`config.mk`:
```
export PLATFORM = sky130hd
export DESIGN_NAME = tail_exec
export DESIGN_NICKNAME = d
export VERILOG_FILES = /design/src/verilog/tail_exec_pkg.sv /design/src/verilog/tail_exec.sv
export SDC_FILE = /design/constraint.sdc
export NUM_CORES = 1
export LEC_CHECK = 0
export ABC_AREA = 1
export BUFFER_PORTS_ARGS = -buffer_cell sky130_fd_sc_hd__buf_2
export CORE_UTILIZATION = 48
export DETAILED_ROUTE_END_ITERATION = 6
export PLACE_DENSITY = 0.86
export RECOVER_POWER = 25
export SLEW_MARGIN = 20
export SYNTH_ARGS = -nofsm -noshare
export SYNTH_HDL_FRONTEND = slang
export SYNTH_SLANG_ARGS = --single-unit
```
`constraint.sdc`:
```
create_clock -name mclk -period 1.45 [get_ports mclk]
set_clock_uncertainty 0.1 [all_clocks]
set_input_delay 0.145 -clock mclk [delete_from_list [all_inputs] [get_ports mclk]]
set_output_delay 0.145 -clock mclk [all_outputs]
set_load 0.03 [all_outputs]
```
`src/verilog/tail_exec_pkg.sv`:
```
// Shared constants and carrier types for the tail instruction execute block.
package tail_exec_pkg;

	// ********************************
	// Widths and program memory layout
	// ********************************
	localparam int data_width = 8;
	localparam int low_width = 8;
	localparam int page_width = 4;
	localparam int prog_addr_width = page_width + low_width;
	localparam int prog_word_width = 16;
	localparam int reg_addr_width = 3;
	localparam logic [page_width-1:0] last_page = 4'hf;

	// ********************************
	// Register offsets
	// ********************************
	localparam logic [reg_addr_width-1:0] off_accumulator = 3'h0;
	localparam logic [reg_addr_width-1:0] off_status = 3'h1;
	localparam logic [reg_addr_width-1:0] off_table_low_pointer = 3'h2;
	localparam logic [reg_addr_width-1:0] off_table_page_pointer = 3'h3;
	localparam logic [reg_addr_width-1:0] off_table_high_register = 3'h4;

	// ********************************
	// Status field positions and reset values
	// ********************************
	localparam int pos_null = 0;
	localparam int pos_carry = 1;
	localparam int pos_aux = 2;
	localparam int pos_overflow = 3;
	localparam int flag_width = 4;
	localparam logic [data_width-1:0] reset_byte = 8'h00;
	localparam logic [flag_width-1:0] reset_flags = 4'h0;
	localparam logic [page_width-1:0] reset_page = 4'h0;

	// ********************************
	// Operation codes
	// ********************************
	typedef enum logic [3:0] {
		op_none = 4'h0,
		op_nibble_exchange_to_accumulator = 4'h1,
		op_skip_on_null_byte = 4'h2,
		op_copy_and_skip_on_null = 4'h3,
		op_skip_on_null_bit = 4'h4,
		op_table_read_specific_page = 4'h5,
		op_table_read_current_page = 4'h6,
		op_table_read_last_page = 4'h7,
		op_exclusive_or_to_accumulator = 4'h8,
		op_exclusive_or_to_memory = 4'h9,
		op_exclusive_or_immediate = 4'ha
	} op_type;

	typedef enum logic [2:0] {
		st_idle = 3'b001,
		st_table_wait = 3'b010,
		st_dummy = 3'b100
	} fsm_type;

	typedef struct packed {
		logic valid;
		op_type code;
		logic [2:0] bit_sel;
		logic [data_width-1:0] immediate;
		logic [data_width-1:0] mem_byte;
	} instr_type;

	typedef struct packed {
		logic we;
		logic [data_width-1:0] wdata;
	} mem_write_type;

	typedef struct packed {
		logic rd;
		logic [prog_addr_width-1:0] addr;
	} prog_req_type;

	typedef struct packed {
		fsm_type fsm;
		logic [data_width-1:0] accumulator_register;
		logic [flag_width-1:0] flags;
		logic [low_width-1:0] table_low_pointer;
		logic [page_width-1:0] table_page_pointer;
		logic [data_width-1:0] table_high_register;
		mem_write_type mem_write;
		prog_req_type prog_req;
		logic skip_taken;
		logic ready;
		logic [data_width-1:0] rdata;
	} state_type;

endpackage

```
`src/verilog/tail_exec.sv`:
```
// Execute stage for swap, zero-skip, table read and exclusive-OR instructions.
// Contract
// - Swap nibbles into accumulator, memory and flags kept.
// - Null byte skips the following instruction.
// - Copy byte to accumulator, skip when null.
// - Selected bit zero skips the following instruction.
// - Taken skip adds one dummy cycle.
// - Specific page word: low to memory, high to register.
// - Current page word: low to memory, high to register.
// - Last page word: low to memory, high to register.
// - Accumulator xor memory into accumulator.
// - Accumulator xor memory back into memory.
// - Accumulator xor immediate into accumulator.
`timescale 1ns/1ps
module tail_exec (
	input wire logic mclk,
	input wire logic rst,
	input wire tail_exec_pkg::instr_type instr,
	input wire logic [tail_exec_pkg::page_width-1:0] current_page,
	input wire logic [tail_exec_pkg::prog_word_width-1:0] prog_rdata,
	input wire logic [tail_exec_pkg::reg_addr_width-1:0] reg_addr,
	input wire logic [tail_exec_pkg::data_width-1:0] reg_wdata,
	input wire logic reg_write,
	input wire logic reg_read,
	output tail_exec_pkg::mem_write_type mem_write,
	output tail_exec_pkg::prog_req_type prog_req,
	output logic skip_taken,
	output logic ready,
	output logic [tail_exec_pkg::data_width-1:0] reg_rdata
);

	// ********************************
	// Helpers
	// ********************************
	function automatic logic is_null(input logic [tail_exec_pkg::data_width-1:0] value);
		is_null = (value == tail_exec_pkg::reset_byte);
	endfunction

	function automatic logic [tail_exec_pkg::data_width-1:0] nibble_swap(
		input logic [tail_exec_pkg::data_width-1:0] value);
		nibble_swap = {value[3:0], value[7:4]};
	endfunction

	// Opcode groups shared by the checks below.
	function automatic logic is_xor_op(input tail_exec_pkg::op_type code);
		is_xor_op = (code == tail_exec_pkg::op_exclusive_or_to_accumulator)
			|| (code == tail_exec_pkg::op_exclusive_or_to_memory)
			|| (code == tail_exec_pkg::op_exclusive_or_immediate);
	endfunction

	function automatic logic is_skip_op(input tail_exec_pkg::op_type code);
		is_skip_op = (code == tail_exec_pkg::op_skip_on_null_byte)
			|| (code == tail_exec_pkg::op_copy_and_skip_on_null)
			|| (code == tail_exec_pkg::op_skip_on_null_bit);
	endfunction

	function automatic logic writes_acc(input tail_exec_pkg::op_type code);
		writes_acc = (code == tail_exec_pkg::op_nibble_exchange_to_accumulator)
			|| (code == tail_exec_pkg::op_copy_and_skip_on_null)
			|| (code == tail_exec_pkg::op_exclusive_or_to_accumulator)
			|| (code == tail_exec_pkg::op_exclusive_or_immediate);
	endfunction

	tail_exec_pkg::state_type cur;
	tail_exec_pkg::state_type next_cur;
	logic accept;
	logic [tail_exec_pkg::data_width-1:0] xor_mem;
	logic [tail_exec_pkg::data_width-1:0] xor_imm;

	// An instruction is taken only while idle; the fetch stage waits on ready.
	assign accept = instr.valid && (cur.fsm == tail_exec_pkg::st_idle);
	assign xor_mem = cur.accumulator_register ^ instr.mem_byte;
	assign xor_imm = cur.accumulator_register ^ instr.immediate;

	// ********************************
	// Next state
	// ********************************
	always_comb begin
		next_cur = cur;
		next_cur.mem_write.we = 1'b0;
		next_cur.prog_req.rd = 1'b0;
		next_cur.skip_taken = 1'b0;
		next_cur.rdata = tail_exec_pkg::reset_byte;
		// Software writes first, so a same-cycle instruction result overrides them.
		if (reg_write) begin
			unique case (reg_addr)
				tail_exec_pkg::off_accumulator: next_cur.accumulator_register = reg_wdata;
				tail_exec_pkg::off_status: next_cur.flags = reg_wdata[tail_exec_pkg::flag_width-1:0];
				tail_exec_pkg::off_table_low_pointer: next_cur.table_low_pointer = reg_wdata;
				tail_exec_pkg::off_table_page_pointer:
					next_cur.table_page_pointer = reg_wdata[tail_exec_pkg::page_width-1:0];
				tail_exec_pkg::off_table_high_register: next_cur.table_high_register = reg_wdata;
				default: next_cur.flags = next_cur.flags;
			endcase
		end
		if (reg_read) begin
			unique case (reg_addr)
				tail_exec_pkg::off_accumulator: next_cur.rdata = cur.accumulator_register;
				tail_exec_pkg::off_status: next_cur.rdata = {4'h0, cur.flags};
				tail_exec_pkg::off_table_low_pointer: next_cur.rdata = cur.table_low_pointer;
				tail_exec_pkg::off_table_page_pointer: next_cur.rdata = {4'h0, cur.table_page_pointer};
				tail_exec_pkg::off_table_high_register: next_cur.rdata = cur.table_high_register;
				default: next_cur.rdata = tail_exec_pkg::reset_byte;
			endcase
		end
		unique case (cur.fsm)
			tail_exec_pkg::st_idle: begin
				if (accept) begin
					unique case (instr.code)
						tail_exec_pkg::op_nibble_exchange_to_accumulator: begin
							next_cur.accumulator_register = nibble_swap(instr.mem_byte);
						end
						tail_exec_pkg::op_skip_on_null_byte: begin
							next_cur.skip_taken = is_null(instr.mem_byte);
						end
						tail_exec_pkg::op_copy_and_skip_on_null: begin
							next_cur.accumulator_register = instr.mem_byte;
							next_cur.skip_taken = is_null(instr.mem_byte);
						end
						tail_exec_pkg::op_skip_on_null_bit: begin
							next_cur.skip_taken = ~instr.mem_byte[instr.bit_sel];
						end
						tail_exec_pkg::op_table_read_specific_page: begin
							next_cur.prog_req.rd = 1'b1;
							next_cur.prog_req.addr = {cur.table_page_pointer, cur.table_low_pointer};
						end
						tail_exec_pkg::op_table_read_current_page: begin
							next_cur.prog_req.rd = 1'b1;
							next_cur.prog_req.addr = {current_page, cur.table_low_pointer};
						end
						tail_exec_pkg::op_table_read_last_page: begin
							next_cur.prog_req.rd = 1'b1;
							next_cur.prog_req.addr = {tail_exec_pkg::last_page, cur.table_low_pointer};
						end
						tail_exec_pkg::op_exclusive_or_to_accumulator: begin
							next_cur.accumulator_register = xor_mem;
							next_cur.flags[tail_exec_pkg::pos_null] = is_null(xor_mem);
						end
						tail_exec_pkg::op_exclusive_or_to_memory: begin
							next_cur.mem_write.we = 1'b1;
							next_cur.mem_write.wdata = xor_mem;
							next_cur.flags[tail_exec_pkg::pos_null] = is_null(xor_mem);
						end
						tail_exec_pkg::op_exclusive_or_immediate: begin
							next_cur.accumulator_register = xor_imm;
							next_cur.flags[tail_exec_pkg::pos_null] = is_null(xor_imm);
						end
						default: next_cur.skip_taken = 1'b0;
					endcase
					if (next_cur.skip_taken) begin
						next_cur.fsm = tail_exec_pkg::st_dummy;
					end else if (next_cur.prog_req.rd) begin
						next_cur.fsm = tail_exec_pkg::st_table_wait;
					end
				end
			end
			tail_exec_pkg::st_table_wait: begin
				// Program memory answers in the cycle after the request, so the word is taken one edge later.
				if (!cur.prog_req.rd) begin
					next_cur.table_high_register = prog_rdata[15:8];
					next_cur.mem_write.we = 1'b1;
					next_cur.mem_write.wdata = prog_rdata[7:0];
					next_cur.fsm = tail_exec_pkg::st_idle;
				end
			end
			tail_exec_pkg::st_dummy: begin
				// The skipped instruction is fetched and discarded here.
				next_cur.fsm = tail_exec_pkg::st_idle;
			end
			default: next_cur.fsm = tail_exec_pkg::st_idle;
		endcase
		next_cur.ready = (next_cur.fsm == tail_exec_pkg::st_idle);
		if (rst) begin
			next_cur.fsm = tail_exec_pkg::st_idle;
			next_cur.accumulator_register = tail_exec_pkg::reset_byte;
			next_cur.flags = tail_exec_pkg::reset_flags;
			next_cur.table_low_pointer = tail_exec_pkg::reset_byte;
			next_cur.table_page_pointer = tail_exec_pkg::reset_page;
			next_cur.table_high_register = tail_exec_pkg::reset_byte;
			next_cur.mem_write = '0;
			next_cur.prog_req = '0;
			next_cur.skip_taken = 1'b0;
			next_cur.ready = 1'b0;
			next_cur.rdata = tail_exec_pkg::reset_byte;
		end
	end

	always_ff @(posedge mclk) begin
		cur <= next_cur;
	end

	assign mem_write = cur.mem_write;
	assign prog_req = cur.prog_req;
	assign skip_taken = cur.skip_taken;
	assign ready = cur.ready;
	assign reg_rdata = cur.rdata;

	// ********************************
	// Assertions
	// ********************************
	logic quiet_bus;
	assign quiet_bus = !reg_write;

	a_swap_nibbles: assert property (@(posedge mclk) disable iff (rst)
		accept && instr.code == tail_exec_pkg::op_nibble_exchange_to_accumulator
		|=> cur.accumulator_register == {$past(instr.mem_byte[3:0]), $past(instr.mem_byte[7:4])}
			&& !mem_write.we && $stable(cur.flags))
		else $error("nibble exchange result wrong");

	a_skip_null_byte: assert property (@(posedge mclk) disable iff (rst)
		accept && instr.code == tail_exec_pkg::op_skip_on_null_byte
		|=> skip_taken == ($past(instr.mem_byte) == 8'h00) && $stable(cur.flags))
		else $error("null byte skip decision wrong");

	a_copy_skip: assert property (@(posedge mclk) disable iff (rst)
		accept && instr.code == tail_exec_pkg::op_copy_and_skip_on_null
		|=> cur.accumulator_register == $past(instr.mem_byte)
			&& skip_taken == ($past(instr.mem_byte) == 8'h00))
		else $error("copy and skip wrong");

	a_skip_null_bit: assert property (@(posedge mclk) disable iff (rst)
		accept && instr.code == tail_exec_pkg::op_skip_on_null_bit
		|=> skip_taken == !$past(instr.mem_byte[instr.bit_sel]))
		else $error("bit skip decision wrong");

	a_dummy_cycle: assert property (@(posedge mclk) disable iff (rst)
		skip_taken |-> !ready ##1 (ready && !skip_taken))
		else $error("taken skip not two cycles");

	a_table_specific: assert property (@(posedge mclk) disable iff (rst)
		accept && instr.code == tail_exec_pkg::op_table_read_specific_page
		|=> prog_req.rd && prog_req.addr == {$past(cur.table_page_pointer), $past(cur.table_low_pointer)})
		else $error("specific page address wrong");

	a_table_current: assert property (@(posedge mclk) disable iff (rst)
		accept && instr.code == tail_exec_pkg::op_table_read_current_page
		|=> prog_req.rd && prog_req.addr == {$past(current_page), $past(cur.table_low_pointer)})
		else $error("current page address wrong");

	a_table_last: assert property (@(posedge mclk) disable iff (rst)
		accept && instr.code == tail_exec_pkg::op_table_read_last_page
		|=> prog_req.rd && prog_req.addr == {tail_exec_pkg::last_page, $past(cur.table_low_pointer)})
		else $error("last page address wrong");

	a_table_data: assert property (@(posedge mclk) disable iff (rst)
		prog_req.rd |=> ##1 (mem_write.we && mem_write.wdata == $past(prog_rdata[7:0])
			&& cur.table_high_register == $past(prog_rdata[15:8]) && ready))
		else $error("table word not delivered");

	a_xor_acc: assert property (@(posedge mclk) disable iff (rst)
		accept && instr.code == tail_exec_pkg::op_exclusive_or_to_accumulator
		|=> cur.accumulator_register == ($past(cur.accumulator_register) ^ $past(instr.mem_byte)))
		else $error("xor to accumulator wrong");

	a_xor_mem: assert property (@(posedge mclk) disable iff (rst)
		accept && instr.code == tail_exec_pkg::op_exclusive_or_to_memory && quiet_bus
		|=> mem_write.we && mem_write.wdata == ($past(cur.accumulator_register) ^ $past(instr.mem_byte))
			&& $stable(cur.accumulator_register))
		else $error("xor to memory wrong");

	a_xor_imm: assert property (@(posedge mclk) disable iff (rst)
		accept && instr.code == tail_exec_pkg::op_exclusive_or_immediate
		|=> cur.accumulator_register == ($past(cur.accumulator_register) ^ $past(instr.immediate)))
		else $error("xor immediate wrong");

	a_null_flag: assert property (@(posedge mclk) disable iff (rst)
		accept && quiet_bus && (instr.code == tail_exec_pkg::op_exclusive_or_to_accumulator
			|| instr.code == tail_exec_pkg::op_exclusive_or_immediate)
		|=> cur.flags[0] == (cur.accumulator_register == 8'h00) && cur.flags[3:1] == $past(cur.flags[3:1]))
		else $error("null flag or kept flags wrong");

	a_xor_mem_flag: assert property (@(posedge mclk) disable iff (rst)
		accept && quiet_bus && instr.code == tail_exec_pkg::op_exclusive_or_to_memory
		|=> cur.flags[tail_exec_pkg::pos_null] == (mem_write.wdata == 8'h00)
			&& cur.flags[3:1] == $past(cur.flags[3:1]))
		else $error("null flag after xor to memory wrong");

	a_copy_flags: assert property (@(posedge mclk) disable iff (rst)
		accept && quiet_bus && instr.code == tail_exec_pkg::op_copy_and_skip_on_null
		|=> $stable(cur.flags) && !mem_write.we)
		else $error("copy and skip touched flags or memory");

	a_bit_flags: assert property (@(posedge mclk) disable iff (rst)
		accept && quiet_bus && instr.code == tail_exec_pkg::op_skip_on_null_bit
		|=> $stable(cur.flags) && $stable(cur.accumulator_register))
		else $error("bit skip touched flags or accumulator");

	a_skip_acc: assert property (@(posedge mclk) disable iff (rst)
		accept && quiet_bus && instr.code == tail_exec_pkg::op_skip_on_null_byte
		|=> $stable(cur.accumulator_register) && !mem_write.we)
		else $error("null byte skip touched accumulator or memory");

	// Only a skip instruction may raise the skip, or the fetch stage would drop a live instruction.
	a_skip_src: assert property (@(posedge mclk) disable iff (rst)
		skip_taken |-> $past(accept && is_skip_op(instr.code)))
		else $error("skip raised without a skip instruction");

	a_table_busy: assert property (@(posedge mclk) disable iff (rst)
		prog_req.rd |-> !ready ##1 !ready ##1 ready)
		else $error("table read busy time wrong");

	a_rd_pulse: assert property (@(posedge mclk) disable iff (rst)
		prog_req.rd |=> !prog_req.rd)
		else $error("program read longer than one cycle");

	a_table_quiet: assert property (@(posedge mclk) disable iff (rst)
		cur.fsm == tail_exec_pkg::st_table_wait && !reg_write
		|=> $stable(cur.flags) && $stable(cur.accumulator_register))
		else $error("table read touched flags or accumulator");

	a_table_high_src: assert property (@(posedge mclk) disable iff (rst)
		$changed(cur.table_high_register)
		|-> $past(reg_write) || $past(cur.fsm == tail_exec_pkg::st_table_wait))
		else $error("table high register changed without a table read");

	// Memory is written only by the xor to memory and the end of a table read.
	a_mem_write_src: assert property (@(posedge mclk) disable iff (rst)
		mem_write.we |-> $past(accept && instr.code == tail_exec_pkg::op_exclusive_or_to_memory)
			|| $past(cur.fsm == tail_exec_pkg::st_table_wait && !cur.prog_req.rd))
		else $error("memory written by a wrong instruction");

	a_we_pulse: assert property (@(posedge mclk) disable iff (rst)
		mem_write.we |=> !mem_write.we)
		else $error("memory write longer than one cycle");

	a_xor_acc_mem: assert property (@(posedge mclk) disable iff (rst)
		accept && (instr.code == tail_exec_pkg::op_exclusive_or_to_accumulator
			|| instr.code == tail_exec_pkg::op_exclusive_or_immediate)
		|=> !mem_write.we)
		else $error("xor into accumulator wrote memory");

	a_flags_hold: assert property (@(posedge mclk) disable iff (rst)
		$changed(cur.flags) |-> $past(reg_write) || $past(accept && is_xor_op(instr.code)))
		else $error("flags changed without an xor instruction");

	a_acc_hold: assert property (@(posedge mclk) disable iff (rst)
		$changed(cur.accumulator_register)
		|-> $past(reg_write) || $past(accept && writes_acc(instr.code)))
		else $error("accumulator changed by a wrong instruction");

endmodule

```
==> qor.yml <==
grt_max_degree: 21
route.vias.total: 3714
yosysUniqueCellTypes: 36
route.detailed.drc: 0
io_pins: 91
min_period_ns: 1.410
rows: 31
p_comb_frac: 0.191
die_h_um: 89.63
slew_violations: 0
hold_violations: 0
cts_buffer_depth: 2
p_leak_nw: 2.199
yosysMostFrequentCell: "nand2_1"
fillCellCount: 662
dp_hpwl_mm: 7.628
critical_path_class: "reg2reg"
synthToLayoutAreaGrowth_pct: 25.87
cts.sinks: 67
rsz0062_at_grt: "true"
max-cap-violations: 0
io_buffers: 90
ff2ff_setup_slack_ns: 0.04
p_sw_frac: 0.3086
dr.pass1.iters: 5
place_congestion: 0.9962
tightestPinTransition_ns: 0.3695
r2r-start: "cur[66]"
clkPwrFrac: 0.336
drive_gt1_frac: 0.2942
cts.clk_slew.worst_paths_ns: 0.08
die_area_sq_um: 8034
max_freq_mhz: 709.0
start_kind: "flip-flop"
grt_usage: 0.2613
grt_pass1_vias: 3362
setup_slack_ns: 0.03953
drt-total-wl_mm: 10.12
overflow: 0
yosys.area.top_type_share: 0.3639
nets: 676
grt_pass1_wl_mm: 15.85
p_sw_mw: 1.281
antenna_cells: 0
postRouteAntennaNets: 0
hold_path_end: "prog_req[11]"
cts_inserted_buffers: 9
postSynthCellCount: 517
synthArstFlopShare: 0
fp.dieW_um: 89.63
avgViaCountPerCell: 5.151
cts_max_level: 3
syn_nets: 576
min_period_over_period: 0.9727
initial_core_util: 0.5028
dp_slack_ns: -0.06683
syn-mean-instance-area_sq_um: 7.130
clock_latency_ns: 0.34
outcome: "complete, no violations"
maxSlewHeadroom: 0.7528
placed_area_sq_um: 4104
whs_ns: 0.01444
min_from: "current_page[3]"
ys.flop_type: "dfxtp_1"
critPathMaxFanout: 5
p_per_area_nw_per_um2: 895.1
antenna_found_initial: 0
cts_tree: "yes"
finalPower_mw: 4.153
vdd_drop_max_uv: 664.1
worstPathRequired_ns: 1.59
post-route-util: 0.6329
hp-class: "in2reg"
clockRootBuffer: "clkbuf_8"
worstPathArrival_ns: 1.55
core_area_sq_um: 7331
reg2reg_to: "cur[64]"
p_seq_frac: 0.473
r2r_cells: 8
fin_area_sq_um: 4639
synth-edff-count: 0
whs_path_depth: 3
yosys_warnings: 0
end_kind: "flip-flop"
drtIter0Drc: 197
synth.yosys.seq_area_share: 0.3639
routedWlPerCell_um: 14.03
synth_seq_cells: 67
intPower_mw: 2.871
synthTopCellsByArea: "dfxtp_1, nand2_1, buf_4"
setup_viol: 0
syn_area_sq_um: 3686
ys_top_cells_by_count: "nand2_1, dfxtp_1, inv_1"
synth_top_cell_by_area: "dfxtp_1"
## kinds of logic (layout without fill, tap and decap cells)
logic type | after synthesis | after routing | share of synthesized area
buf+inv | 118 | 223 | 0.1609
xor+xnor | 16 | 16 | 0.03802
simple gates | 180 | 180 | 0.2284
flops | 67 | 67 | 0.3639
compound gates | 136 | 136 | 0.2088
## layout make-up
class	instances	area (sq um)	share of cell area
Multi-Input combinational cell	332	1827	0.3937
Sequential cell	67	1350	0.2910
Timing Repair Buffer	134	873.3	0.1882
Inverter	73	289.0	0.06230
Clock buffer	9	123.9	0.02670
Tap cell	99	123.9	0.02670
Clock inverter	7	52.55	0.01133
## metal layers
metal	global-route usage	routed length (um)
met1	0.3463	4605
met2	0.4187	4687
met3	0.06033	640
met4	0.08947	184
met5	0	0
## per-stage QoR
| stage | instances | setup TNS [ns] |
|---|---|---|
| 6_report | 721 | 0 |
| 5_1_grt | 721 | -0.2847 |
| 4_1_cts | 714 | -0.001357 |
| 3_5_place_dp | 681 | -0.1275 |
| 3_3_place_gp | 681 | -0.01672 |
| 2_1_floorplan | 517 | 0 |
## how the worst max path moves through the flow
stage	depth (start not counted)	slack, ns	endpoint	startpoint
after detailed placement	7	-0.07	cur[36]	cur[64]
final	8	0.04	cur[64]	cur[66]
after global routing	8	-0.03	prog_req[8]	cur[65]
after CTS	8	-0.001	mem_write[6]	cur[65]
after global placement	8	-0.02	cur[36]	cur[65]
after floorplan	7	0.10	cur[34]	cur[64]
## registers in the layout, indices dropped and copies added, names as in the netlist
register	count
cur	35
prog_req	13
mem_write	9
reg_rdata	8
ready	1
skip_taken	1
## power groups by stage
stage	sequential, mW	clock, mW	combinational (mW)
floorplan	1.99	0	0.456
global placement	2.00	0	0.676
detailed placement	2.00	0	0.687
CTS	1.96	1.42	0.726
global route	1.97	1.51	0.865
finish	1.96	1.40	0.792
## repair_timing
action	in CTS	in global routing
pin swaps	0	3
buffers inserted	0	5
hold endpoints to repair	17	0
gates resized for setup	2	35
gates cloned	0	2
hold buffers	17	0
endpoints found under the setup margin	5	37
## worst max-delay path, cell delays in order, from the launching register on
cell and delay, ns:
dfxtp_1 0.32, nand3b_4 0.18, nor2_4 0.21, nand2_2 0.12, clkinv_4 0.10, buf_4 0.12
nor2_1 0.04, nand2_1 0.06, nand3_1 0.06
## cell usage in the layout (no fill, tap or decap), types with 3 or more instances in the layout
master,n
o221ai_1,4
a22oi_1,6
clkinv_4,4
dfxtp_2,7
o21ai_0,38
o211ai_1,5
nand2_1,79
a211oi_1,4
dlygate4sd3_1,17
nand2_4,3
nand3_1,15
inv_1,61
nor2_1,53
buf_2,89
a21oi_1,37
nor2_4,9
inv_2,8
nor3_1,5
buf_4,23
clkbuf_8,9
a31oi_1,5
o21ai_1,16
nand2_2,5
dfxtp_1,60
xnor2_1,7
o22ai_1,16
xnor2_2,6
No activity file was read; power rests on OpenSTA's default activity.
